### config.mk
export PLATFORM = sky130hd
export DESIGN_NAME = fbcd_host
export DESIGN_NICKNAME = d
export VERILOG_FILES = /design/src/fbcd_pkg.sv /design/src/fbcd_bus_if.sv /design/src/fbcd_cycle.sv /design/src/fbcd_host.sv
export VERILOG_INCLUDE_DIRS = /design/src
export SDC_FILE = /design/constraint.sdc
export NUM_CORES = 1
export LEC_CHECK = 0
export ABC_AREA = 1
export BUFFER_PORTS_ARGS = -buffer_cell sky130_fd_sc_hd__clkbuf_2
export CAP_MARGIN = 10
export CORE_MARGIN = 2
export CORE_UTILIZATION = 55
export DETAILED_ROUTE_END_ITERATION = 10
export GPL_ROUTABILITY_DRIVEN = 0
export PLACE_DENSITY = 0.84
export SKIP_CTS_REPAIR_TIMING = 1
export SLEW_MARGIN = 20
export SYNTH_ARGS = -nofsm -noshare
export SYNTH_HDL_FRONTEND = slang
export SYNTH_SLANG_ARGS = --single-unit
### constraint.sdc
create_clock -name core_clk -period 1.69 [get_ports core_clk]
set_input_delay 0.2535 -clock core_clk [delete_from_list [all_inputs] [get_ports core_clk]]
set_output_delay 0.2535 -clock core_clk [all_outputs]
set_load 0.005 [all_outputs]
### src/fbcd_consts.svh
// Timing counts, command codes and query offsets for the flash bank command host.
`ifndef FBCD_CONSTS_SVH
`define FBCD_CONSTS_SVH
`define FBCD_CLK_NS 50
`define FBCD_T_STROBE_NS 100
`define FBCD_T_STROBE_CYC ((`FBCD_T_STROBE_NS + `FBCD_CLK_NS - 1) / `FBCD_CLK_NS)
`define FBCD_T_ACC_NS 110
`define FBCD_T_ACC_CYC ((`FBCD_T_ACC_NS + `FBCD_CLK_NS - 1) / `FBCD_CLK_NS)
`define FBCD_UNLOCK_ADDR1 22'h00_0555
`define FBCD_UNLOCK_DATA1 16'h00AA
`define FBCD_UNLOCK_ADDR2 22'h00_02AA
`define FBCD_UNLOCK_DATA2 16'h0055
`define FBCD_CMD_AUTOSEL 16'h0090
`define FBCD_CMD_RESET 16'h00F0
`define FBCD_CMD_SEC_ENTER 16'h0088
`define FBCD_CMD_SEC_EXIT 16'h0090
`define FBCD_CMD_SEC_EXIT2 16'h0000
`define FBCD_AS_MAKER_W 22'h00_0000
`define FBCD_AS_PART_W 22'h00_0001
`define FBCD_AS_PART_B 22'h00_0002
`define FBCD_AS_PROT_W 22'h00_0002
`define FBCD_AS_PROT_B 22'h00_0004
`define FBCD_AS_FACT_W 22'h00_0003
`define FBCD_AS_FACT_B 22'h00_0006
`define FBCD_FACT_LOCKED 8'h85
`define FBCD_FACT_OPEN 8'h05
`define FBCD_QRY_BASE_W 22'h00_0040
`define FBCD_QRY_BASE_B 22'h00_0080
`define FBCD_QRY_BOOT_W 22'h00_004F
`define FBCD_BOOT_BOTTOM 8'h02
`define FBCD_BOOT_TOP 8'h03
`endif

### src/fbcd_pkg.sv
// Types shared by the flash bank command host.
package fbcd_pkg;
  typedef enum logic [2:0] {
    FBCD_OP_READ,
    FBCD_OP_RESET,
    FBCD_OP_AUTOSEL,
    FBCD_OP_SEC_ENTER,
    FBCD_OP_SEC_EXIT,
    FBCD_OP_WRITE
  } fbcd_op_t;
  typedef struct packed {
    logic [21:0] addr;
    logic [15:0] data;
    logic wr;
  } fbcd_cyc_t;
endpackage
### src/fbcd_bus_if.sv
// Carrier between the sequencer and the single bus-cycle engine.
interface fbcd_bus_if;
  import fbcd_pkg::*;
  logic start;
  fbcd_cyc_t cyc;
  logic done;
  logic [15:0] rdData;
  modport seq (output start, output cyc, input done, input rdData);
  modport eng (input start, input cyc, output done, output rdData);
endinterface

### src/fbcd_cycle.sv
// One asynchronous flash bus cycle: chip select and write strobe timed by cycle counts.
`include "fbcd_consts.svh"
module fbcd_cycle
  import fbcd_pkg::*;
(
  // Clock and reset.
  input wire logic core_clk,
  input wire logic resetn,
  // Sequencer side.
  fbcd_bus_if.eng bus,
  // Flash pins.
  output logic [21:0] flashAddr,
  output logic [15:0] flashDataOut,
  output logic flashDataOe,
  input wire logic [15:0] flashDataIn,
  output logic chipSelN,
  output logic writeStrobeN,
  output logic readStrobeN
);
  localparam int STROBE = `FBCD_T_STROBE_CYC;
  localparam int ACC = `FBCD_T_ACC_CYC + 2;
  logic [15:0] dSync1;
  logic [15:0] dSync2;
  logic [3:0] cnt;
  logic busy;
  logic isWr;
  always_ff @(posedge core_clk or negedge resetn)
  begin
    if (!resetn)
    begin
      dSync1 <= 16'h0000;
      dSync2 <= 16'h0000;
    end
    else
    begin
      dSync1 <= flashDataIn;
      dSync2 <= dSync1;
    end
  end
  // Both strobes fall together so the address is valid before the later edge,
  // and the write strobe rises before chip select so data is taken on it. R2 R3
  always_ff @(posedge core_clk or negedge resetn)
  begin
    if (!resetn)
    begin
      busy <= 1'b0;
      isWr <= 1'b0;
      cnt <= 4'h0;
      chipSelN <= 1'b1;
      writeStrobeN <= 1'b1;
      readStrobeN <= 1'b1;
      flashAddr <= 22'h00_0000;
      flashDataOut <= 16'h0000;
      flashDataOe <= 1'b0;
      bus.done <= 1'b0;
      bus.rdData <= 16'h0000;
    end
    else
    begin
      bus.done <= 1'b0;
      if (!busy && bus.start)
      begin
        busy <= 1'b1;
        isWr <= bus.cyc.wr;
        cnt <= 4'h0;
        flashAddr <= bus.cyc.addr;
        flashDataOut <= bus.cyc.data;
        flashDataOe <= bus.cyc.wr;
        chipSelN <= 1'b0;
        writeStrobeN <= !bus.cyc.wr;
        readStrobeN <= bus.cyc.wr;
      end
      else if (busy)
      begin
        cnt <= cnt + 4'h1;
        if (isWr && cnt == 4'(STROBE - 1))
          writeStrobeN <= 1'b1;
        if (isWr && cnt == 4'(STROBE))
        begin
          chipSelN <= 1'b1;
          flashDataOe <= 1'b0;
          busy <= 1'b0;
          bus.done <= 1'b1;
        end
        if (!isWr && cnt == 4'(ACC))
        begin
          bus.rdData <= dSync2;
          chipSelN <= 1'b1;
          readStrobeN <= 1'b1;
          busy <= 1'b0;
          bus.done <= 1'b1;
        end
      end
    end
  end
  writeFirst_a: assert property (@(posedge core_clk) disable iff (!resetn)
    $rose(writeStrobeN) && isWr |-> !chipSelN ##1 chipSelN) else $error("write strobe not first");
  addrHeld_a: assert property (@(posedge core_clk) disable iff (!resetn)
    !chipSelN && $past(!chipSelN) |-> $stable(flashAddr)) else $error("address moved in cycle");
endmodule

### src/fbcd_host.sv
// Host controller that issues flash command sequences and reads through the bus-cycle engine.
// Contract
// Unexpected writes make the flash drop the partial command; host re-issues from scratch.
// Flash latches address on later falling edge of write strobe or chip select.
// Flash latches data on earlier rising edge of write strobe or chip select.
// After power-up banks are in read-array; host reads without commands.
// A bank returns to read-array by itself after program or erase.
// Erase-suspend gives erase-suspend-read mode, also after suspended program ends.
// Reset command ignores address and restores read or erase-suspend-read mode.
// Reset mid erase sequence aborts it; during erasure reset is ignored.
// Reset mid program sequence aborts it; during programming reset is ignored.
// Reset during or in autoselect returns to read or erase-suspend-read.
// When timing-limit flag rises the host issues reset; here the host only raises timingLimit and the user sends reset.
// Host issues autoselect only to an idle bank while other bank is not busy.
// Autoselect entry is two unlock writes then bank address with command.
// In autoselect any number of reads within the bank need no re-entry.
// Maker code at bank+00; part code at bank+01 word or +02 byte.
// Sector lock at sector+02 word or +04 byte: 00 open, 01 locked.
// Factory lock at bank+03 word or +06 byte: 85 locked, 05 not.
// In byte mode host ignores upper data bits of autoselect reads.
// Three-cycle entry redirects to secured region until four-cycle exit.
// Hardware reset pin low returns device to read-array, leaving secured region.
// Vendor query region starts at 40h word or 80h byte with tag.
// Query word 4Fh gives boot location: 02h bottom, 03h top.
// Unlock addresses, data and command codes are parameters; the second exit code is taken from FBCD_CMD_SEC_EXIT2 directly.
`include "fbcd_consts.svh"
module fbcd_host
  import fbcd_pkg::*;
#(
  parameter logic [21:0] UNLOCK_ADDR1 = `FBCD_UNLOCK_ADDR1,
  parameter logic [15:0] UNLOCK_DATA1 = `FBCD_UNLOCK_DATA1,
  parameter logic [21:0] UNLOCK_ADDR2 = `FBCD_UNLOCK_ADDR2,
  parameter logic [15:0] UNLOCK_DATA2 = `FBCD_UNLOCK_DATA2,
  parameter logic [15:0] CMD_AUTOSEL = `FBCD_CMD_AUTOSEL,
  parameter logic [15:0] CMD_RESET = `FBCD_CMD_RESET,
  parameter logic [15:0] CMD_SEC_ENTER = `FBCD_CMD_SEC_ENTER,
  parameter logic [15:0] CMD_SEC_EXIT = `FBCD_CMD_SEC_EXIT
)
(
  // Clock and reset.
  input wire logic core_clk,
  input wire logic resetn,
  // Command port.
  input wire logic reqValid,
  input wire fbcd_op_t reqOp,
  input wire logic [21:0] reqAddr,
  input wire logic [15:0] reqData,
  input wire logic byteMode,
  output logic reqReady,
  output logic rspValid,
  output logic [15:0] rspData,
  output logic inAutosel,
  output logic inSecured,
  output logic timingLimit,
  // Flash pins.
  output logic [21:0] flashAddr,
  output logic [15:0] flashDataOut,
  output logic flashDataOe,
  input wire logic [15:0] flashDataIn,
  output logic chipSelN,
  output logic writeStrobeN,
  output logic readStrobeN,
  output logic flashResetN
);
  typedef enum logic [2:0] {S_IDLE, S_PINRST, S_ISSUE, S_WAIT, S_DONE} fbcd_state_t;
  fbcd_bus_if bus();
  fbcd_state_t state;
  fbcd_op_t op;
  logic [21:0] addr;
  logic [15:0] data;
  logic [2:0] step;
  logic [2:0] lastStep;
  logic [3:0] rstCnt;
  logic isByte;

  function automatic fbcd_cyc_t seqCycle(input fbcd_op_t o, input logic [2:0] s,
                                         input logic [21:0] a, input logic [15:0] d);
    seqCycle = '{addr: a, data: d, wr: 1'b1};
    unique case (o)
      FBCD_OP_READ: seqCycle = '{addr: a, data: 16'h0000, wr: 1'b0};
      FBCD_OP_RESET: seqCycle = '{addr: 22'h00_0000, data: CMD_RESET, wr: 1'b1};
      FBCD_OP_WRITE: seqCycle = '{addr: a, data: d, wr: 1'b1};
      FBCD_OP_AUTOSEL, FBCD_OP_SEC_ENTER, FBCD_OP_SEC_EXIT:
      begin
        // Two unlock writes open each autoselect and secured-region sequence; reset has none. R13 R19
        if (s == 3'd0)
          seqCycle = '{addr: UNLOCK_ADDR1, data: UNLOCK_DATA1, wr: 1'b1};
        else if (s == 3'd1)
          seqCycle = '{addr: UNLOCK_ADDR2, data: UNLOCK_DATA2, wr: 1'b1};
        else if (o == FBCD_OP_AUTOSEL)
          seqCycle = '{addr: a, data: CMD_AUTOSEL, wr: 1'b1};
        else if (o == FBCD_OP_SEC_ENTER)
          seqCycle = '{addr: UNLOCK_ADDR1, data: CMD_SEC_ENTER, wr: 1'b1};
        else if (s == 3'd2)
          seqCycle = '{addr: UNLOCK_ADDR1, data: CMD_SEC_EXIT, wr: 1'b1};
        else
          seqCycle = '{addr: a, data: `FBCD_CMD_SEC_EXIT2, wr: 1'b1};
      end
      default: seqCycle = '{addr: a, data: d, wr: 1'b1};
    endcase
  endfunction

  function automatic logic [2:0] seqLen(input fbcd_op_t o);
    unique case (o)
      FBCD_OP_AUTOSEL, FBCD_OP_SEC_ENTER: seqLen = 3'd2;
      FBCD_OP_SEC_EXIT: seqLen = 3'd3;
      default: seqLen = 3'd0;
    endcase
  endfunction

  fbcd_cycle engine (
    .core_clk(core_clk),
    .resetn(resetn),
    .bus(bus.eng),
    .flashAddr(flashAddr),
    .flashDataOut(flashDataOut),
    .flashDataOe(flashDataOe),
    .flashDataIn(flashDataIn),
    .chipSelN(chipSelN),
    .writeStrobeN(writeStrobeN),
    .readStrobeN(readStrobeN)
  );

  always_ff @(posedge core_clk or negedge resetn)
  begin
    if (!resetn)
    begin
      state <= S_PINRST;
      op <= FBCD_OP_READ;
      addr <= 22'h00_0000;
      data <= 16'h0000;
      step <= 3'd0;
      lastStep <= 3'd0;
      rstCnt <= 4'h0;
      isByte <= 1'b0;
      reqReady <= 1'b0;
      rspValid <= 1'b0;
      rspData <= 16'h0000;
      flashResetN <= 1'b0;
      bus.start <= 1'b0;
      bus.cyc <= '0;
    end
    else
    begin
      rspValid <= 1'b0;
      bus.start <= 1'b0;
      unique case (state)
        S_PINRST:
        begin
          // Pulse the hardware reset pin so the flash starts in read-array. R20 R4
          rstCnt <= rstCnt + 4'h1;
          if (rstCnt == 4'(`FBCD_T_STROBE_CYC + 1))
          begin
            flashResetN <= 1'b1;
            reqReady <= 1'b1;
            state <= S_IDLE;
          end
        end
        S_IDLE:
        begin
          if (reqValid)
          begin
            // A fresh request always restarts its sequence from step 0, the first unlock for autoselect and secured-region commands. R1
            // Sequences start only from idle and the host never programs or erases. R12
            reqReady <= 1'b0;
            op <= reqOp;
            addr <= reqAddr;
            data <= reqData;
            isByte <= byteMode;
            step <= 3'd0;
            lastStep <= seqLen(reqOp);
            state <= S_ISSUE;
          end
        end
        S_ISSUE:
        begin
          bus.start <= 1'b1;
          bus.cyc <= seqCycle(op, step, addr, data);
          state <= S_WAIT;
        end
        S_WAIT:
        begin
          if (bus.done)
          begin
            if (step == lastStep)
              state <= S_DONE;
            else
            begin
              step <= step + 3'd1;
              state <= S_ISSUE;
            end
          end
        end
        S_DONE:
        begin
          rspValid <= 1'b1;
          // Only reads carry data, so a stale read word never poses as a command answer.
          // Upper bits are dropped for byte-wide reads in autoselect. R18
          if (op != FBCD_OP_READ)
            rspData <= 16'h0000;
          else if (isByte && inAutosel)
            rspData <= {8'h00, bus.rdData[7:0]};
          else
            rspData <= bus.rdData;
          reqReady <= 1'b1;
          state <= S_IDLE;
        end
        default: state <= S_PINRST;
      endcase
    end
  end

  // Mode tracking mirrors the flash's state after each finished autoselect, reset or secured-region sequence; plain writes are not tracked.
  always_ff @(posedge core_clk or negedge resetn)
  begin
    if (!resetn)
    begin
      inAutosel <= 1'b0;
      inSecured <= 1'b0;
    end
    else if (state == S_DONE)
    begin
      if (op == FBCD_OP_AUTOSEL)
        inAutosel <= 1'b1;
      if (op == FBCD_OP_RESET)
        inAutosel <= 1'b0;
      if (op == FBCD_OP_SEC_ENTER)
        inSecured <= 1'b1;
      if (op == FBCD_OP_SEC_EXIT)
        inSecured <= 1'b0;
    end
  end

  // Bit 5 of any read word raises timingLimit; the user must then send reset. R11
  always_ff @(posedge core_clk or negedge resetn)
  begin
    if (!resetn)
      timingLimit <= 1'b0;
    else if (state == S_DONE && op == FBCD_OP_READ && bus.rdData[5])
      timingLimit <= 1'b1;
    else if (state == S_DONE && op == FBCD_OP_RESET)
      timingLimit <= 1'b0;
  end

  resetCmd_a: assert property (@(posedge core_clk) disable iff (!resetn)
    bus.start && op == FBCD_OP_RESET |-> bus.cyc.data == CMD_RESET && bus.cyc.wr) else $error("bad reset cycle");
  unlockFirst_a: assert property (@(posedge core_clk) disable iff (!resetn)
    bus.start && op == FBCD_OP_AUTOSEL && step == 3'd0 |-> bus.cyc.addr == UNLOCK_ADDR1
    && bus.cyc.data == UNLOCK_DATA1) else $error("first unlock wrong");
  autoselCmd_a: assert property (@(posedge core_clk) disable iff (!resetn)
    bus.start && op == FBCD_OP_AUTOSEL && step == 3'd2 |-> bus.cyc.data == CMD_AUTOSEL
    && bus.cyc.addr == addr) else $error("autoselect write wrong");
  autoselSet_a: assert property (@(posedge core_clk) disable iff (!resetn)
    state == S_DONE && op == FBCD_OP_AUTOSEL |=> inAutosel) else $error("autoselect not tracked");
  autoselClear_a: assert property (@(posedge core_clk) disable iff (!resetn)
    state == S_DONE && op == FBCD_OP_RESET |=> !inAutosel) else $error("reset did not leave autoselect");
  secEnter_a: assert property (@(posedge core_clk) disable iff (!resetn)
    state == S_DONE && op == FBCD_OP_SEC_ENTER |=> inSecured) else $error("secured entry lost");
  secExit_a: assert property (@(posedge core_clk) disable iff (!resetn)
    state == S_DONE && op == FBCD_OP_SEC_EXIT |=> !inSecured) else $error("secured exit lost");
  pinReset_a: assert property (@(posedge core_clk) disable iff (!resetn)
    !flashResetN |-> !reqReady && !inSecured) else $error("ready during pin reset");
  byteMask_a: assert property (@(posedge core_clk) disable iff (!resetn)
    rspValid && isByte && inAutosel |-> rspData[15:8] == 8'h00) else $error("upper bits kept");
  limitClear_a: assert property (@(posedge core_clk) disable iff (!resetn)
    state == S_DONE && op == FBCD_OP_RESET |=> !timingLimit) else $error("limit not cleared");
  autoselSeq_c: cover property (@(posedge core_clk) state == S_DONE && op == FBCD_OP_AUTOSEL);
  secExit_c: cover property (@(posedge core_clk) state == S_DONE && op == FBCD_OP_SEC_EXIT);
  readDone_c: cover property (@(posedge core_clk) rspValid && op == FBCD_OP_READ);
endmodule

# Word level (Yosys, flattened, before mapping)
# Index checks and enable logic that the tools add are counted.
[totals] reg_bits=214 elab_cells=149 input_bits=61
[classes] bitwise_logic=1 n_reduce_logical=39 muxes=52 n_addsub=3 eq_ne=22
[ops] op="two-way mux 39 bit" count=5
[ops] op="case mux 39 bit (3 select lines)" count=1
[ops] op="two-way mux 16 bit" count=2
[ops] op="two-way mux 1 bit" count=31
[ops] op="equality test 3 x 2 -> 1 bit, second input constant" count=7
[ops] op="two-way mux 3 bit" count=7
[ops] op="AND reduction 2 bit" count=8
[ops] op="nonzero test 2 bit" count=8
[ops] op="case mux 3 bit (5 select lines)" count=1
[ops] op="equality test 3 x 1 -> 1 bit, second input constant" count=3
[ops] op="equality test 3 bit, second input constant" count=3
[ops] op="zero test 3 bit" count=3
[ops] op="AND reduction 3 bit" count=3
[ops] op="nonzero test 3 bit" count=3
[ops] op="adder 4 x 1 -> 4 bit, second input constant" count=2
[ops] op="equality test 4 x 2 -> 1 bit, second input constant" count=2
[ops] op="logical AND 1 bit" count=8
[ops] op="two-way mux 4 bit" count=2
[ops] op="inequality test 2 bit, second input constant" count=3
[ops] op="case mux 3 bit (2 select lines)" count=1
[ops] op="equality test 4 x 1 -> 1 bit, second input constant" count=1
[ops] op="equality test 4 x 3 -> 1 bit, second input constant" count=1
[ops] op="case mux 2 bit (2 select lines)" count=1
[ops] op="AND reduction 4 bit" count=1
[ops] op="other kinds (8)" count=10

# Depth between registers and ports, before layout
[depth] ltp_word=7 mapped_depth=10

# Modules after synthesis
# From an unflattened synthesis, not the netlist that was laid out.
[unflattened] cells_unflattened=909 area_unflattened_um2=8464.4
[modules_own_cells] module="fbcd_host" area_each_um2=5092.4 cells_each=595 instances=1
[modules_own_cells] module="fbcd_cycle" area_each_um2=3372.0 cells_each=314 instances=1

# Worst setup path after synthesis
# No wires, ideal clock.
[synth_path] path_type="register to register" startpoint="reg engine.cnt[0]" endpoint="reg engine.bus.rdData[12]" setup_ns=0.125 arrival_time_ns=1.359 path_stages_with_launch=7 synth_period_minus_slack_ns=1.484 setup_slack_ns=0.206 t_required_ns=1.565 cell_sequence="dfrtp_1 ha_1 nand2_1 inv_1 nand3_4 buf_2 mux2_2"
[synth_via] elab_chain_cells=3
[synth_rtl] item="start, declared" line="fbcd_cycle.sv:24" text="logic [3:0] cnt;"
[synth_rtl] item="start signal, assigned" line="fbcd_cycle.sv:75" text="cnt <= cnt + 4'h1;"
[synth_rtl] item="equality test 4 x 3 -> 1 bit" line="fbcd_cycle.sv:85" text="if (!isWr && cnt == 4'(ACC))"
[synth_rtl] item="logical AND 1 bit" line="fbcd_cycle.sv:85"
[synth_rtl] item="AND reduction 3 bit (no line)"
[synth_rtl] item="end signal, assigned" line="fbcd_cycle.sv:87" text="bus.rdData <= dSync2;"
[synth_rtl] item="end, declared" line="fbcd_bus_if.sv:9" text="modport eng (input start, input cyc, output done, output rdData);"
# No other way between the ends.
# A chain may end at the register's enable or synchronous reset.

# Worst setup path in the final report
[layout_path] startpoint="reg engine.cnt[1]" endpoint="reg engine.bus.rdData[12]"
# The elaborated chain is that of the path after synthesis.

==> summary by stage <==
Pwr
The fraction of power spent switching nets is 35.7%. In this run the static leakage power is 5.43 nW. The power per cell area is 1800 mW/mm^2. After layout, the design draws a total of 18.7 mW. The portion of total power attributed to sequential cells is 43.0%. The internal portion of the total power is 12.0 mW.

Across the VDD grid, the largest voltage drop is 927 uV. The switching power is 6.66 mW. The part of the power in combinational logic is 33.3%. The share of total power dissipated in the clock network is 23.7%.

STA
The worst path needs 1.59 ns of the cycle, external delays included. The final worst setup slack is 0.103 ns. The fmax is 630 MHz. The portion of the clock cycle consumed by the worst path in the final layout is 93.9%. The final number of hold-violating endpoints was 14. The total of endpoints with negative setup slack in the final report is 0. Measured against its own limit, the worst slew margin works out to 71.1%. At the pin with the least slew margin, the transition time is 0.432 ns. Between clock sinks in the finished design, the worst skew comes to 0.00924 ns. The final count of pins violating max slew is 0. The worst hold slack is -0.0255 ns.

Synthesis
The cell count after synthesis is 869. The combinational family with the most area after synthesis is simple AND/OR/NAND/NOR gates. The parity-gate share of the synthesized area counting xor and xnor cells is 0.421%. After synthesis, the share of cell area in mux cells is 1.22%. In this run, synthesis produced a sequential element count of 213. The synthesized netlist devotes 1.20% of its cell area to adder and majority cells. Synthesis produced a netlist with a net count of 938. The compound-cell area share of the yosys netlist is 8.65%. Of the synthesized area, sequential elements account for 64.2%. Counting distinct cell types in the post-synthesis netlist gives 33. After synthesis the cells add up to 0.00831 mm^2. Summing the areas of all and, or, nand and nor instances in the mapped netlist gives 18.6% of the synthesized area. The Yosys step of the flow raised 0 warnings. The average cell area after synthesis is 9.57 um^2.

Setup path
The start-to-end type of the worst setup path is reg2reg. The setup check on the worst reg-to-reg path leaves a slack of 0.10 ns. The critical path endpoint category is a register.

The worst path required time is 2.06 ns. The worst setup path is launched from a register. For the worst setup path, the data arrival time is 1.96 ns. The worst-path maximum fanout is 13.

Place
The count of buffers added on input and output ports is 124. The total placed instance area is 0.00927 mm^2. The post-placement setup slack is -0.00667 ns. Summed over all nets, the half-perimeter wirelength after detailed placement is 12200 um.

Floorplan
Measured along the y axis, the die boundary spans 127 um. The die footprint is 0.0161 mm^2. During I/O placement, the number of pins put on the boundary was 125. The number of placement rows is 44. The floorplan die width is 127 um. The standard cell core area is 0.0146 mm^2.

The initial core utilization is 56.8%.

Layout
The combined flip-flop and latch cell area is 0.00534 mm^2. Summing all multi-input logic gate instances after layout gives 0.00254 mm^2. The diode insertion count for antenna repair is 0.

The fill cell total of the finished layout is 1022. Cells fill 70.7% of the core in the end. The leading cell type in the layout, fill and taps excluded is nand2_1. After routing the design area is 0.0104 mm^2. The top cell types in the final layout, fill and taps aside, are 280 x nand2_1, 208 x dfrtp_1, 123 x clkbuf_2. The net count of the finished layout is 1112.

The share of layout cells above drive strength 1 is 20.2%. The area growth from synthesis to layout is 24.5%.

Job
The reported max-cap violation count is 0.

Routing
The aggregate routed wire length is 18800 um. The average wire per cell in the routed design is 15.2 um. After detailed routing, the number of remaining DRC violations is 0. The first detailed-routing pass ran for 6 iterations. The detailed router finished its first iteration with 428 violations. The detail route stage leaves a number of antenna-violating nets equal to 0. Across all layers, the routed design uses 6483 vias. In the routed layout, each cell is associated on average with a via count of 5.22.

GRT
The pin count of the biggest net entering global routing is 68. The via count of the first global-routing pass was 6179. Global routing used 22.9% of the available tracks across all layers.

The initial antenna violation count came to 0. Summed over all layers, the global routing overflow is 0. The global-route wire length before repair is 29900 um.

Clocking
Clock-pin slew was measured on the worst setup and hold paths at 0.06 ns. In this run, CTS created clock tree buffers numbering 21. The count of clock tree sinks is 213. The clock passes through at most 3 buffers. The clock tree from TritonCTS is built. Clock latency on the worst-skew pair, taken at its later pin, is 0.49 ns. The cell at the root of the clock tree is clkbuf_16. CTS built an H-tree with a depth of 1.

Status
The final reports fail on negative hold slack. The flow ran to the end, but the final reports show violations.

Min path
The worst hold path class is in2reg.
## cell families (layout without fill, tap and decap cells)
kind of cell,count (synthesis),in the layout
buffers and inverters,120,307
multiplexers,9,9
AND/OR/NAND/NOR,384,385
XOR/XNOR,4,4
adder cells (fa/ha/maj),8,8
AO/OA/AOI/OAI,131,131
flip-flops,213,213
## registers in the layout, summed over array words and instances, names as in the netlist, 2 cells and up
register	flops
engine.cnt	4
engine.dSync2	16
engine.flashDataOut	16
bus.cyc	39
engine.bus.rdData	16
op	3
rspData	16
engine.dSync1	16
engine.flashAddr	22
data	16
addr	22
lastStep	2
rstCnt	4
state	3
step	3
## cell type report
type	instances	area share [%]
timing repair buffer	179	11.9
clock buffer	35	6.26
timing repair inverter	2	0.145
tap	184	2.22
sequential	213	51.6
multi-input combinational	537	24.5
inverter	89	3.26
clock inverter	2	0.133
## cells in the mapped netlist
library cell / instances / area (um^2)
nand2_1: 282 / 1060
dfrtp_1: 209 / 5230
o21ai_0: 87 / 435
inv_1: 86 / 323
nor2_1: 53 / 199
nand3_1: 31 / 155
a21oi_1: 20 / 100
clkbuf_1: 19 / 71.3
a21boi_1: 11 / 82.6
mux2_2: 9 / 101
buf_2: 8 / 40.0
ha_1: 8 / 100
nand2_2: 5 / 31.3
nand4_1: 5 / 31.3
dfstp_2: 4 / 105
o211ai_1: 4 / 30.0
o22ai_1: 4 / 25.0
buf_4: 3 / 22.5
inv_2: 3 / 11.3
nor2_2: 3 / 18.8
xnor2_1: 3 / 26.3
a21o_1: 1 / 7.51
a21oi_4: 1 / 16.3
a31oi_1: 1 / 6.26
buf_6: 1 / 11.3
nand2_4: 1 / 11.3
nand3_2: 1 / 10.0
nand3_4: 1 / 17.5
nor3_1: 1 / 5.00
o21bai_1: 1 / 7.51
o221ai_1: 1 / 8.76
or2_1: 1 / 6.26
xor2_1: 1 / 8.76
## final timing paths
kind / depth (start not counted) / start / end
setup reg to reg: 6 / engine.cnt[1] / engine.bus.rdData[12]
max in group asynchronous: 3 / resetn / engine.chipSelN
hold / removal: 3 / reqAddr[19] / addr[19]
min in group asynchronous: 2 / resetn / engine.dSync1[8]
hold reg to reg: 0 / engine.dSync1[12] / engine.dSync2[12]
setup / recovery: 6 / engine.cnt[1] / engine.bus.rdData[12]
## power by group through the flow
stage          combinational [mW]  clock, mW  sequential [mW]
2_1_floorplan                3.91          0             7.91
3_3_place_gp                 5.64          0             7.99
3_5_place_dp                 5.91          0             8.07
4_1_cts                      5.99       4.51             8.02
5_1_grt                      7.08       4.74             8.25
6_report                     6.22       4.43             8.03
## layer usage
layer | share of wire (%) | global-route usage [%]
met4 | 3.2 | 8.27
met1 | 43 | 30.7
met3 | 5.5 | 4.30
met5 | 0 | 0
met2 | 48 | 37.8
## per-stage QoR
stage | TNS [ns] | std cells
final | 0 | 1241
after global routing | -0.00798 | 1241
after CTS | -0.0549 | 1202
after detailed placement | -0.00667 | 1165
after global placement | 0 | 1165
after floorplan | 0 | 869
## worst max-delay path, cell delays in order (launching register included)
cell and delay, ns:
dfrtp_1 0.43, inv_1 0.08, ha_1 0.13, nand2_1 0.05
inv_1 0.18, nand3_4 0.24, mux2_2 0.37
Power figures use the tool's default switching activity.
